File: src/logic/gp_port_map.svh
// Register map, field positions and reset values of the general-purpose pin port.
`ifndef GP_PORT_MAP_SVH
`define GP_PORT_MAP_SVH

`define GP_PORT_REG_OFFSET   32'h0000_0000
`define GP_PORT_SEL_BIT      8
`define GP_PORT_MD_MSB       7
`define GP_PORT_MD_LSB       0
`define GP_PORT_DIR_RESET    8'h00
`define GP_PORT_DATA_RESET   8'h00
`define GP_PORT_SEL_RESET    1'b0
`define GP_PORT_UPPER_READ   23'h7fffff

`endif

File: src/logic/gp_port_pkg.sv
// Types shared by the general-purpose pin port files.
package gp_port_pkg;
	typedef enum logic [1:0] {
		AHB_IDLE,
		AHB_WRITE,
		AHB_READ
	} ahb_phase_t;
endpackage

File: src/logic/gp_pin_sync.sv
// Two-stage synchroniser for the general-purpose pin inputs.
`timescale 1ns/1ps
module gp_pin_sync #(
	parameter int WIDTH = 8
) (
	// Clock and reset.
	input  wire logic             clk_sys,
	input  wire logic             resetn,
	// Asynchronous pins and their synchronised copies.
	input  wire logic [WIDTH-1:0] pin_async,
	output logic      [WIDTH-1:0] pin_sync
);
	logic [WIDTH-1:0] stage1_r;

	// The first stage feeds only the second, so metastability never reaches logic.
	always_ff @(posedge clk_sys) begin
		if (!resetn) begin
			stage1_r <= '0;
			pin_sync <= '0;
		end else begin
			stage1_r <= pin_async;
			pin_sync <= stage1_r;
		end
	end
endmodule // gp_pin_sync

File: src/logic/gp_pin_drive.sv
// Per-pin output drivers and read-back muxing for the general-purpose port.
`timescale 1ns/1ps
module gp_pin_drive #(
	parameter int WIDTH = 8
) (
	// Stored state.
	input  wire logic [WIDTH-1:0] dir,
	input  wire logic [WIDTH-1:0] data,
	input  wire logic [WIDTH-1:0] pin_in,
	// Pin drive.
	output logic      [WIDTH-1:0] pin_out,
	output logic      [WIDTH-1:0] pin_oe_n,
	// Value seen by a data-mode read.
	output logic      [WIDTH-1:0] level
);
	// Each pin is handled alike: driven when it is an output, sampled otherwise.
	for (genvar i = 0; i < WIDTH; i++) begin : g_pin
		assign pin_out[i]  = data[i];
		assign pin_oe_n[i] = ~dir[i];
		assign level[i]    = dir[i] ? data[i] : pin_in[i];
	end
endmodule // gp_pin_drive

File: src/logic/gp_port.sv
// General-purpose pin port with an AHB-Lite register slave.
// Function
// Eight general-purpose pins controlled by one host-visible port register.
// Bit 8 selects whether low-byte accesses act on direction or data.
// Direction mode: a low-byte write sets directions, 1 output, 0 input.
// Hardware reset makes all eight pins inputs, none driven.
// Data mode: a low-byte write sets levels on output pins.
// Data-mode read gives input pin levels and output pin driven values.
// Directions and data stored apart; data to inputs waits until output.
//
// Our own choices: the register addresses and the AHB-Lite register port.
`timescale 1ns/1ps
`include "gp_port_map.svh"
module gp_port #(
	parameter int PINS = 8
) (
	// Clock and reset.
	input  wire logic            clk_sys,
	input  wire logic            resetn,
	// AHB-Lite slave.
	input  wire logic            hsel,
	input  wire logic [31:0]     haddr,
	input  wire logic [1:0]      htrans,
	input  wire logic            hwrite,
	input  wire logic [2:0]      hsize,
	input  wire logic [31:0]     hwdata,
	input  wire logic            hready,
	output logic      [31:0]     hrdata,
	output logic                 hreadyout,
	output logic                 hresp,
	// General-purpose pins.
	input  wire logic [PINS-1:0] pin_in,
	output logic      [PINS-1:0] pin_out,
	output logic      [PINS-1:0] pin_oe_n
);
	logic [PINS-1:0]          dir_r;
	logic [PINS-1:0]          data_r;
	logic                     sel_r;
	logic [PINS-1:0]          pin_sync;
	logic [PINS-1:0]          level;
	logic                     hit;
	logic                     start;
	gp_port_pkg::ahb_phase_t  phase_r;
	logic [31:0]              rdata_nxt;

	// External pins cross into the bus clock domain before anything reads them.
	gp_pin_sync #(.WIDTH(PINS)) u_sync (
		.clk_sys   (clk_sys),
		.resetn    (resetn),
		.pin_async (pin_in),
		.pin_sync  (pin_sync)
	);

	// Pin buffers and the read-back mux.
	gp_pin_drive #(.WIDTH(PINS)) u_drive (
		.dir      (dir_r),
		.data     (data_r),
		.pin_in   (pin_sync),
		.pin_out  (pin_out),
		.pin_oe_n (pin_oe_n),
		.level    (level)
	);

	// Address phase decode; only the one word register answers.
	assign hit   = (haddr[31:2] == 30'(`GP_PORT_REG_OFFSET >> 2));
	assign start = hsel && htrans[1] && hready;

	// Data-phase bookkeeping; unmapped accesses are taken and ignored.
	always_ff @(posedge clk_sys) begin
		if (!resetn) begin
			phase_r <= gp_port_pkg::AHB_IDLE;
		end else if (start && hit) begin
			phase_r <= hwrite ? gp_port_pkg::AHB_WRITE : gp_port_pkg::AHB_READ;
		end else begin
			phase_r <= gp_port_pkg::AHB_IDLE;
		end
	end

	// Mode select bit is written on every register write.
	always_ff @(posedge clk_sys) begin
		if (!resetn) begin
			sel_r <= `GP_PORT_SEL_RESET;
		end else if (phase_r == gp_port_pkg::AHB_WRITE) begin
			sel_r <= hwdata[`GP_PORT_SEL_BIT];
		end
	end

	// Direction storage; reset leaves every pin undriven.
	always_ff @(posedge clk_sys) begin
		if (!resetn) begin
			dir_r <= `GP_PORT_DIR_RESET;
		end else if (phase_r == gp_port_pkg::AHB_WRITE && hwdata[`GP_PORT_SEL_BIT]) begin
			dir_r <= hwdata[`GP_PORT_MD_MSB:`GP_PORT_MD_LSB];
		end
	end

	// Output data storage, kept apart so an input pin's value waits until it turns output.
	always_ff @(posedge clk_sys) begin
		if (!resetn) begin
			data_r <= `GP_PORT_DATA_RESET;
		end else if (phase_r == gp_port_pkg::AHB_WRITE && !hwdata[`GP_PORT_SEL_BIT]) begin
			data_r <= hwdata[`GP_PORT_MD_MSB:`GP_PORT_MD_LSB];
		end
	end

	// Read value: in direction mode the directions are returned, since nothing else fits.
	always_comb begin
		rdata_nxt = {`GP_PORT_UPPER_READ, sel_r, (sel_r ? dir_r : level)};
	end

	// Read data sits in a flip-flop loaded at the address phase edge, so a read right behind a write sees the old word.
	always_ff @(posedge clk_sys) begin
		if (!resetn) begin
			hrdata <= 32'h0000_0000;
		end else if (start && hit && !hwrite) begin
			hrdata <= rdata_nxt;
		end else begin
			hrdata <= 32'h0000_0000;
		end
	end

	// Zero wait states, always OKAY.
	assign hreadyout = 1'b1;
	assign hresp     = 1'b0;

	// Assertions.
	// Reset release finds every pin released.
	property p_reset_inputs;
		@(posedge clk_sys) $rose(resetn) |-> (pin_oe_n == '1);
	endproperty
	a_reset_inputs: assert property (p_reset_inputs) else $error("pins driven after reset");

	// Every cycle in reset leaves the pins released, the data low and the read bus quiet.
	property p_in_reset;
		@(posedge clk_sys) (!resetn) |=> (pin_oe_n == '1 && pin_out == `GP_PORT_DATA_RESET && hrdata == 32'h0000_0000);
	endproperty
	a_in_reset: assert property (p_in_reset) else $error("reset state not reached");

	// The select bit and the output data also start from their reset values.
	property p_reset_state;
		@(posedge clk_sys) $rose(resetn) |-> (pin_out == `GP_PORT_DATA_RESET && sel_r == `GP_PORT_SEL_RESET);
	endproperty
	a_reset_state: assert property (p_reset_state) else $error("select or data not reset");

	// A direction write reaches the enables one cycle after its data phase.
	property p_dir_write;
		@(posedge clk_sys) disable iff (!resetn)
		(phase_r == gp_port_pkg::AHB_WRITE && hwdata[`GP_PORT_SEL_BIT])
			|=> (pin_oe_n == ~$past(hwdata[`GP_PORT_MD_MSB:`GP_PORT_MD_LSB]));
	endproperty
	a_dir_write: assert property (p_dir_write) else $error("direction write not applied");

	// A data write reaches the output levels one cycle after its data phase.
	property p_data_write;
		@(posedge clk_sys) disable iff (!resetn)
		(phase_r == gp_port_pkg::AHB_WRITE && !hwdata[`GP_PORT_SEL_BIT])
			|=> (pin_out == $past(hwdata[`GP_PORT_MD_MSB:`GP_PORT_MD_LSB]));
	endproperty
	a_data_write: assert property (p_data_write) else $error("data write not applied");

	// A data write never moves a direction, so input pins stay released.
	property p_data_keeps_dir;
		@(posedge clk_sys) disable iff (!resetn)
		(phase_r == gp_port_pkg::AHB_WRITE && !hwdata[`GP_PORT_SEL_BIT]) |=> $stable(pin_oe_n);
	endproperty
	a_data_keeps_dir: assert property (p_data_keeps_dir) else $error("data write moved direction");

	// A direction write keeps the stored data, so a pin turned output drives what was written before.
	property p_dir_keeps_data;
		@(posedge clk_sys) disable iff (!resetn)
		(phase_r == gp_port_pkg::AHB_WRITE && hwdata[`GP_PORT_SEL_BIT]) |=> $stable(pin_out);
	endproperty
	a_dir_keeps_data: assert property (p_dir_keeps_data) else $error("direction write moved data");

	// Directions change only through a direction write.
	property p_dir_hold;
		@(posedge clk_sys) disable iff (!resetn)
		!(phase_r == gp_port_pkg::AHB_WRITE && hwdata[`GP_PORT_SEL_BIT]) |=> $stable(pin_oe_n);
	endproperty
	a_dir_hold: assert property (p_dir_hold) else $error("direction moved without a write");

	// Output levels change only through a data write.
	property p_data_hold;
		@(posedge clk_sys) disable iff (!resetn)
		!(phase_r == gp_port_pkg::AHB_WRITE && !hwdata[`GP_PORT_SEL_BIT]) |=> $stable(pin_out);
	endproperty
	a_data_hold: assert property (p_data_hold) else $error("output level moved without a write");

	// Every register write stores the select bit.
	property p_sel_write;
		@(posedge clk_sys) disable iff (!resetn)
		(phase_r == gp_port_pkg::AHB_WRITE) |=> (sel_r == $past(hwdata[`GP_PORT_SEL_BIT]));
	endproperty
	a_sel_write: assert property (p_sel_write) else $error("select bit not stored");

	// Without a write the select bit keeps its value.
	property p_sel_hold;
		@(posedge clk_sys) disable iff (!resetn)
		(phase_r != gp_port_pkg::AHB_WRITE) |=> $stable(sel_r);
	endproperty
	a_sel_hold: assert property (p_sel_hold) else $error("select bit moved without a write");

	// A read leaves directions, levels and the select bit alone.
	property p_read_keeps;
		@(posedge clk_sys) disable iff (!resetn)
		(phase_r == gp_port_pkg::AHB_READ) |=> ($stable(pin_oe_n) && $stable(pin_out) && $stable(sel_r));
	endproperty
	a_read_keeps: assert property (p_read_keeps) else $error("read changed port state");

	// A mapped write opens a write data phase.
	property p_phase_write;
		@(posedge clk_sys) disable iff (!resetn)
		(start && hit && hwrite) |=> (phase_r == gp_port_pkg::AHB_WRITE);
	endproperty
	a_phase_write: assert property (p_phase_write) else $error("write data phase missing");

	// A mapped read opens a read data phase.
	property p_phase_read;
		@(posedge clk_sys) disable iff (!resetn)
		(start && hit && !hwrite) |=> (phase_r == gp_port_pkg::AHB_READ);
	endproperty
	a_phase_read: assert property (p_phase_read) else $error("read data phase missing");

	// An unmapped access is taken, then ignored: no data phase and a zero read.
	property p_unmapped;
		@(posedge clk_sys) disable iff (!resetn)
		(start && !hit) |=> (phase_r == gp_port_pkg::AHB_IDLE && hrdata == 32'h0000_0000);
	endproperty
	a_unmapped: assert property (p_unmapped) else $error("unmapped access acted on");

	// Read data stands only in a read data phase and is zero otherwise.
	property p_rdata_quiet;
		@(posedge clk_sys) disable iff (!resetn)
		!(start && hit && !hwrite) |=> (hrdata == 32'h0000_0000);
	endproperty
	a_rdata_quiet: assert property (p_rdata_quiet) else $error("read data outside a read");

	// The upper bits read as ones and the select position returns the stored select bit.
	property p_read_upper;
		@(posedge clk_sys) disable iff (!resetn)
		(start && hit && !hwrite)
			|=> (hrdata[31:`GP_PORT_SEL_BIT+1] == `GP_PORT_UPPER_READ && hrdata[`GP_PORT_SEL_BIT] == $past(sel_r));
	endproperty
	a_read_upper: assert property (p_read_upper) else $error("upper read bits or select wrong");

	// In direction mode a read returns the directions, one bit per pin, 1 for output.
	property p_read_dir;
		@(posedge clk_sys) disable iff (!resetn)
		(start && hit && !hwrite && sel_r)
			|=> (hrdata[`GP_PORT_MD_MSB:`GP_PORT_MD_LSB] == ~$past(pin_oe_n));
	endproperty
	a_read_dir: assert property (p_read_dir) else $error("direction read back wrong");

	// A data-mode read returns the level that the read-back mux offered.
	property p_read_data;
		@(posedge clk_sys) disable iff (!resetn)
		(start && hit && !hwrite && !sel_r) |=> (hrdata[7:0] == $past(level));
	endproperty
	a_read_data: assert property (p_read_data) else $error("read of pins wrong");

	// Checked apart from the mux: driven pins read their data, released pins their synchronised level.
	property p_read_live;
		@(posedge clk_sys) disable iff (!resetn)
		(start && hit && !hwrite && !sel_r)
			|=> (hrdata[`GP_PORT_MD_MSB:`GP_PORT_MD_LSB]
				== (($past(pin_out) & ~$past(pin_oe_n)) | ($past(pin_sync) & $past(pin_oe_n))));
	endproperty
	a_read_live: assert property (p_read_live) else $error("pin read back wrong");

	// Output pins read back their driven value in data mode.
	property p_read_mixed;
		@(posedge clk_sys) disable iff (!resetn)
		(!sel_r) |-> (((level ^ pin_out) & ~pin_oe_n) == '0);
	endproperty
	a_read_mixed: assert property (p_read_mixed) else $error("output pin read mismatch");

	// Input pins read back their synchronised level in data mode.
	property p_read_inputs;
		@(posedge clk_sys) disable iff (!resetn)
		(!sel_r) |-> (((level ^ pin_sync) & pin_oe_n) == '0);
	endproperty
	a_read_inputs: assert property (p_read_inputs) else $error("input pin read mismatch");

	// Pins reach logic exactly two cycles late, once both stages hold samples taken out of reset.
	property p_sync_lag;
		@(posedge clk_sys) disable iff (!resetn)
		($past(resetn) && $past(resetn, 2)) |-> (pin_sync == $past(pin_in, 2));
	endproperty
	a_sync_lag: assert property (p_sync_lag) else $error("pin synchroniser latency wrong");

	// A transfer is never stretched and always answered OKAY.
	property p_ready;
		@(posedge clk_sys) disable iff (!resetn)
		start |=> (hreadyout && !hresp);
	endproperty
	a_ready: assert property (p_ready) else $error("slave not ready");

	// Every mapped data phase sees the slave ready with an OKAY answer.
	property p_phase_okay;
		@(posedge clk_sys) disable iff (!resetn)
		(phase_r != gp_port_pkg::AHB_IDLE) |-> (hreadyout && !hresp);
	endproperty
	a_phase_okay: assert property (p_phase_okay) else $error("data phase not answered");

	// Main scenarios: both write kinds, any read, a direction-mode read and an unmapped access.
	c_dir_write: cover property (@(posedge clk_sys) phase_r == gp_port_pkg::AHB_WRITE && hwdata[8]);
	c_data_write: cover property (@(posedge clk_sys) phase_r == gp_port_pkg::AHB_WRITE && !hwdata[8]);
	c_read: cover property (@(posedge clk_sys) phase_r == gp_port_pkg::AHB_READ);
	c_read_dir: cover property (@(posedge clk_sys) phase_r == gp_port_pkg::AHB_READ && sel_r);
	c_unmapped: cover property (@(posedge clk_sys) start && !hit);
endmodule // gp_port

File: config.mk
export PLATFORM = sky130hd
export DESIGN_NAME = gp_port
export DESIGN_NICKNAME = d
export VERILOG_FILES = /design/src/logic/gp_port_pkg.sv /design/src/logic/gp_pin_sync.sv /design/src/logic/gp_pin_drive.sv /design/src/logic/gp_port.sv
export VERILOG_INCLUDE_DIRS = /design/src /design/src/logic
export SDC_FILE = /design/constraint.sdc
export NUM_CORES = 1
export LEC_CHECK = 0
export ABC_AREA = 1
export BUFFER_PORTS_ARGS = -buffer_cell sky130_fd_sc_hd__buf_4
export CORE_AREA = 2 2 75 77
export DETAILED_ROUTE_END_ITERATION = 8
export DIE_AREA = 0 0 77 79
export PLACE_DENSITY = 0.78
export SYNTH_ARGS = -nofsm -noshare
export SYNTH_HDL_FRONTEND = slang
export SYNTH_SLANG_ARGS = --single-unit
export TNS_END_PERCENT = 50
File: constraint.sdc
create_clock -name clk_sys -period 2.8 [get_ports clk_sys]
set_clock_uncertainty 0.1 [all_clocks]
set_input_delay 0.56 -clock clk_sys [delete_from_list [all_inputs] [get_ports clk_sys]]
set_output_delay 0.56 -clock clk_sys [all_outputs]
set_load 0.05 [all_outputs]
== Word level (Yosys, flattened, before mapping) ==
Index checks and enable logic that the tools add are counted.
Word-level totals
  input port bits: 82
  logic and storage cells: 39
  flip-flop bits (word level): 67
Operators by class
  bitwise logic cells: 8
  equal/unequal tests: 1
  muxes and demuxes: 11
  reductions and logical operators: 11
Operators with widths (number)
  $mux W32: 1
  $logic_not A30 Y1: 1
  $mux W1: 8
  $mux W8: 1
  $not A1 Y1: 8
  $logic_and A1 B1 Y1: 6
  $reduce_and A2 Y1: 2
  $eq A2 B1 Y1 const B: 1
  $logic_not A1 Y1: 2
  $mux W2: 1

== Longest topological paths before layout ==
  depth after elaboration: 5
  depth in mapped cells: 8
  gate-level depth less buffers: 7

== Cells and area by module ==
From an unflattened synthesis, not the netlist that was laid out.
Second synthesis, totals
  cell total of the unflattened synthesis: 258
  area total of the unflattened synthesis: 2034.5 um^2
Modules (own cells, without submodules)
  gp_port: area each 1330.0 um^2, seq. area each 580.6 um^2, times used 1, cells each 168
  gp_pin_sync: area each 484.2 um^2, seq. area each 320.3 um^2, times used 1, cells each 50
  gp_pin_drive: area each 220.2 um^2, seq. area each 0.0 um^2, times used 1, cells each 40

== Least setup slack after synthesis ==
No wires, ideal clock.
  kind: reg-to-output
  start: reg, netlist name hrdata[30]
  end: out hrdata[10]
  arrival: 1.284 ns
  stages on the path, launching flop included: 2
  data required time: 2.140 ns
  path buffers: 1
  setup slack: 0.856 ns
  cells stage by stage: dfxtp_1 buf_4
RTL lines
  end, declared: line gp_port.sv:28  | output logic [31:0] hrdata,

==> flow_metrics.tcl <==
set metrics [dict create \
    outcome "completed" \
    start_kind "register" \
    final-setup-viol-count 0 \
    core_um2 5340 \
    cp.arrival_ns 1.35 \
    vdd_drop_max_v 0.000202 \
    synthTopCellsByArea "dfxtp_1 (50%), buf_4 (10%), inv_1 (7.3%), a21oi_1 (7.0%), nand2_1 (5.6%)" \
    hold_class "reg2reg" \
    leakagePower_nw 1.23 \
    antenna_found_initial 0 \
    min_from "u_sync.stage1_r[1]" \
    grt_pass1_vias 1372 \
    netlist_instances 228 \
    synth_cell_types 19 \
    wl_per_cell_um 9.92 \
    cts.htree.levels 2 \
    critPathSlowestCell "dfxtp_1" \
    drv_cap 0 \
    portBuffers 100 \
    vias 1558 \
    hold_viol 0 \
    synth_warnings 0 \
    synth_edf_count 0 \
    io_pins 132 \
    synth_top_area_share_pct 50.2 \
    min_path_cells 2 \
    synth.most_common_cell "dfxtp_1" \
    drcViolationCount 0 \
    yosysSeqAreaShare_pct 50.2 \
    cts_resized 0 \
    grt_max_degree 35 \
    cp_max_fo 23 \
    clockBufferDepth 2 \
    r2r-end "data_r[5]" \
    cpPeakStageDelay_ns 0.74 \
    cp.depth 1 \
    crit_type "reg2out" \
    synth-seq-cells 45 \
    setup_tns_ns 0 \
    hpwl_um 2770 \
    gp_congestion 0.675 \
    dieArea_um2 6080 \
    grt_usage_pct 12.6 \
    postRouteAntennaNets 0 \
    drt_iter0_markers 22 \
    synth_area_leader_cell "dfxtp_1" \
    worstReg2RegStart "phase_r[1]" \
    power_w 0.00114 \
    yosys-top-cells-count "dfxtp_1 (45), inv_1 (35), nand2_1 (27)" \
    cp.required_ns 2.14 \
    cts_buffers 5 \
    grt-ovfl-total 0 \
    ff2ff_setup_slack_ns 1.36 \
    crit_buf_inv 1 \
    slew_violations 0 \
    rows 27 \
    root_buffer "clkbuf_8" \
    rsz0062_at_grt "false" \
    post_cts_buffers 0 \
    start_util_pct 33.6 \
    netlist_area_um2 1800 \
    rr_worst_depth 4 \
    power_density_nw_per_um2 453 \
    grt_pass1_wl_um 6130 \
    die_y_um 79 \
    worst_slew_pin_slew_ns 0.685 \
    wl_um 3740 \
    crit_chain "buf_4" \
    syn_nets 310 \
    routed_via_density 4.13 \
    relSlewSlack_pct 54.2 \
    die_width_um 77 \
    insertion_delay_ns 0.28 \
    synthArstFlopShare_pct 0 \
    period_share_pct 71.7 \
    fmax_mhz 498 \
    drtPass1Iterations 4 \
    synth_flop_cell "dfxtp_1" \
    end_kind "output port" \
    drive_gt1_share_pct 39.7 \
    clock-sinks 45 \
    hold_ws_ns 0.313 \
    min_period_ns 2.01 \
    cts.clk_slew.worst_paths_ns 0.08 \
    diodes 0 \
    cp_top_family "flip-flops" \
    hold_buffers 0 \
    area_delta_synth_final_pct 39.9 \
    layout.nets 387 \
    synth_area_per_cell_um2 7.87 \
    cts_tree "built" \
    holdPathEnd "u_sync.pin_sync[1]" \
]
cells by family (layout without fill, tap and decap cells):
group,Yosys count,in the layout,synth area share (%)
buffers and inverters,71,148,20.5
AND/OR/NAND/NOR,61,61,14.7
AO/OA/AOI/OAI,49,49,14.2
flip-flops,45,45,50.2
other,2,2,0.418
per-layer routing:
layer	track usage, %	routed length (um)	vias to the layer above
met3	3.64	291	4
met5	0	0	-
li1	-	-	825
met2	21.8	1840	66
met1	14.5	1570	663
met4	5.71	43	0
power by group:
group	internal (W)	leakage, nW	switching, W
Clock	0.000196	0.0443	0.000194
Combinational	0.0000574	0.822	0.0000368
Sequential	0.000650	0.366	0.00000292
Total	0.000903	1.23	0.000234
layout by cell type (no fill, tap or decap):
cell type	n
nor2_2	8
nor2_1	21
nand3b_1	1
clkbuf_1	1
nand2_1	27
nor3_2	1
o21ai_1	12
a31oi_1	8
inv_2	5
nand4_1	1
nand3_1	2
clkbuf_8	6
buf_4	101
inv_1	35
a21oi_1	25
conb_1	2
o21ai_0	4
dfxtp_1	45
stage by stage:
step                      area [um^2]  util [%]  cells  setup WS [ns]
after floorplan                  1800         -    228          0.856
after global placement           2430      45.5    370          0.974
after detailed placement         2430      45.5    370          0.957
after CTS                        2510      47.1    377          0.759
after global routing             2510      47.1    377          0.673
final                            2510      47.1    377          0.792
layout make-up:
cell class	instances	area, um^2
fillers	539	2830
multi-input cells	112	527
inverters	40	150
flip-flops and latches	45	901
well taps	72	90.1
repair buffers	101	758
clock buffers	7	86.3
how the worst max path moves through the flow:
stage                     slack, ns        from    endpoint
after global placement         0.97   hwdata[8]   data_r[7]
final                          0.79  hrdata[30]  hrdata[15]
after global routing           0.67  hrdata[30]  hrdata[15]
after floorplan                0.86  hrdata[30]  hrdata[10]
after CTS                      0.76  hrdata[30]  hrdata[15]
after detailed placement       0.96   hwdata[8]   data_r[5]
flip-flops by register name, summed over array words and instances (netlist names):
register,flops
phase_r,2
sel_r,1
data_r,8
u_sync.stage1_r,8
hrdata,10
dir_r,8
u_sync.pin_sync,8
Note: power is estimated with default switching activity, not from simulation.
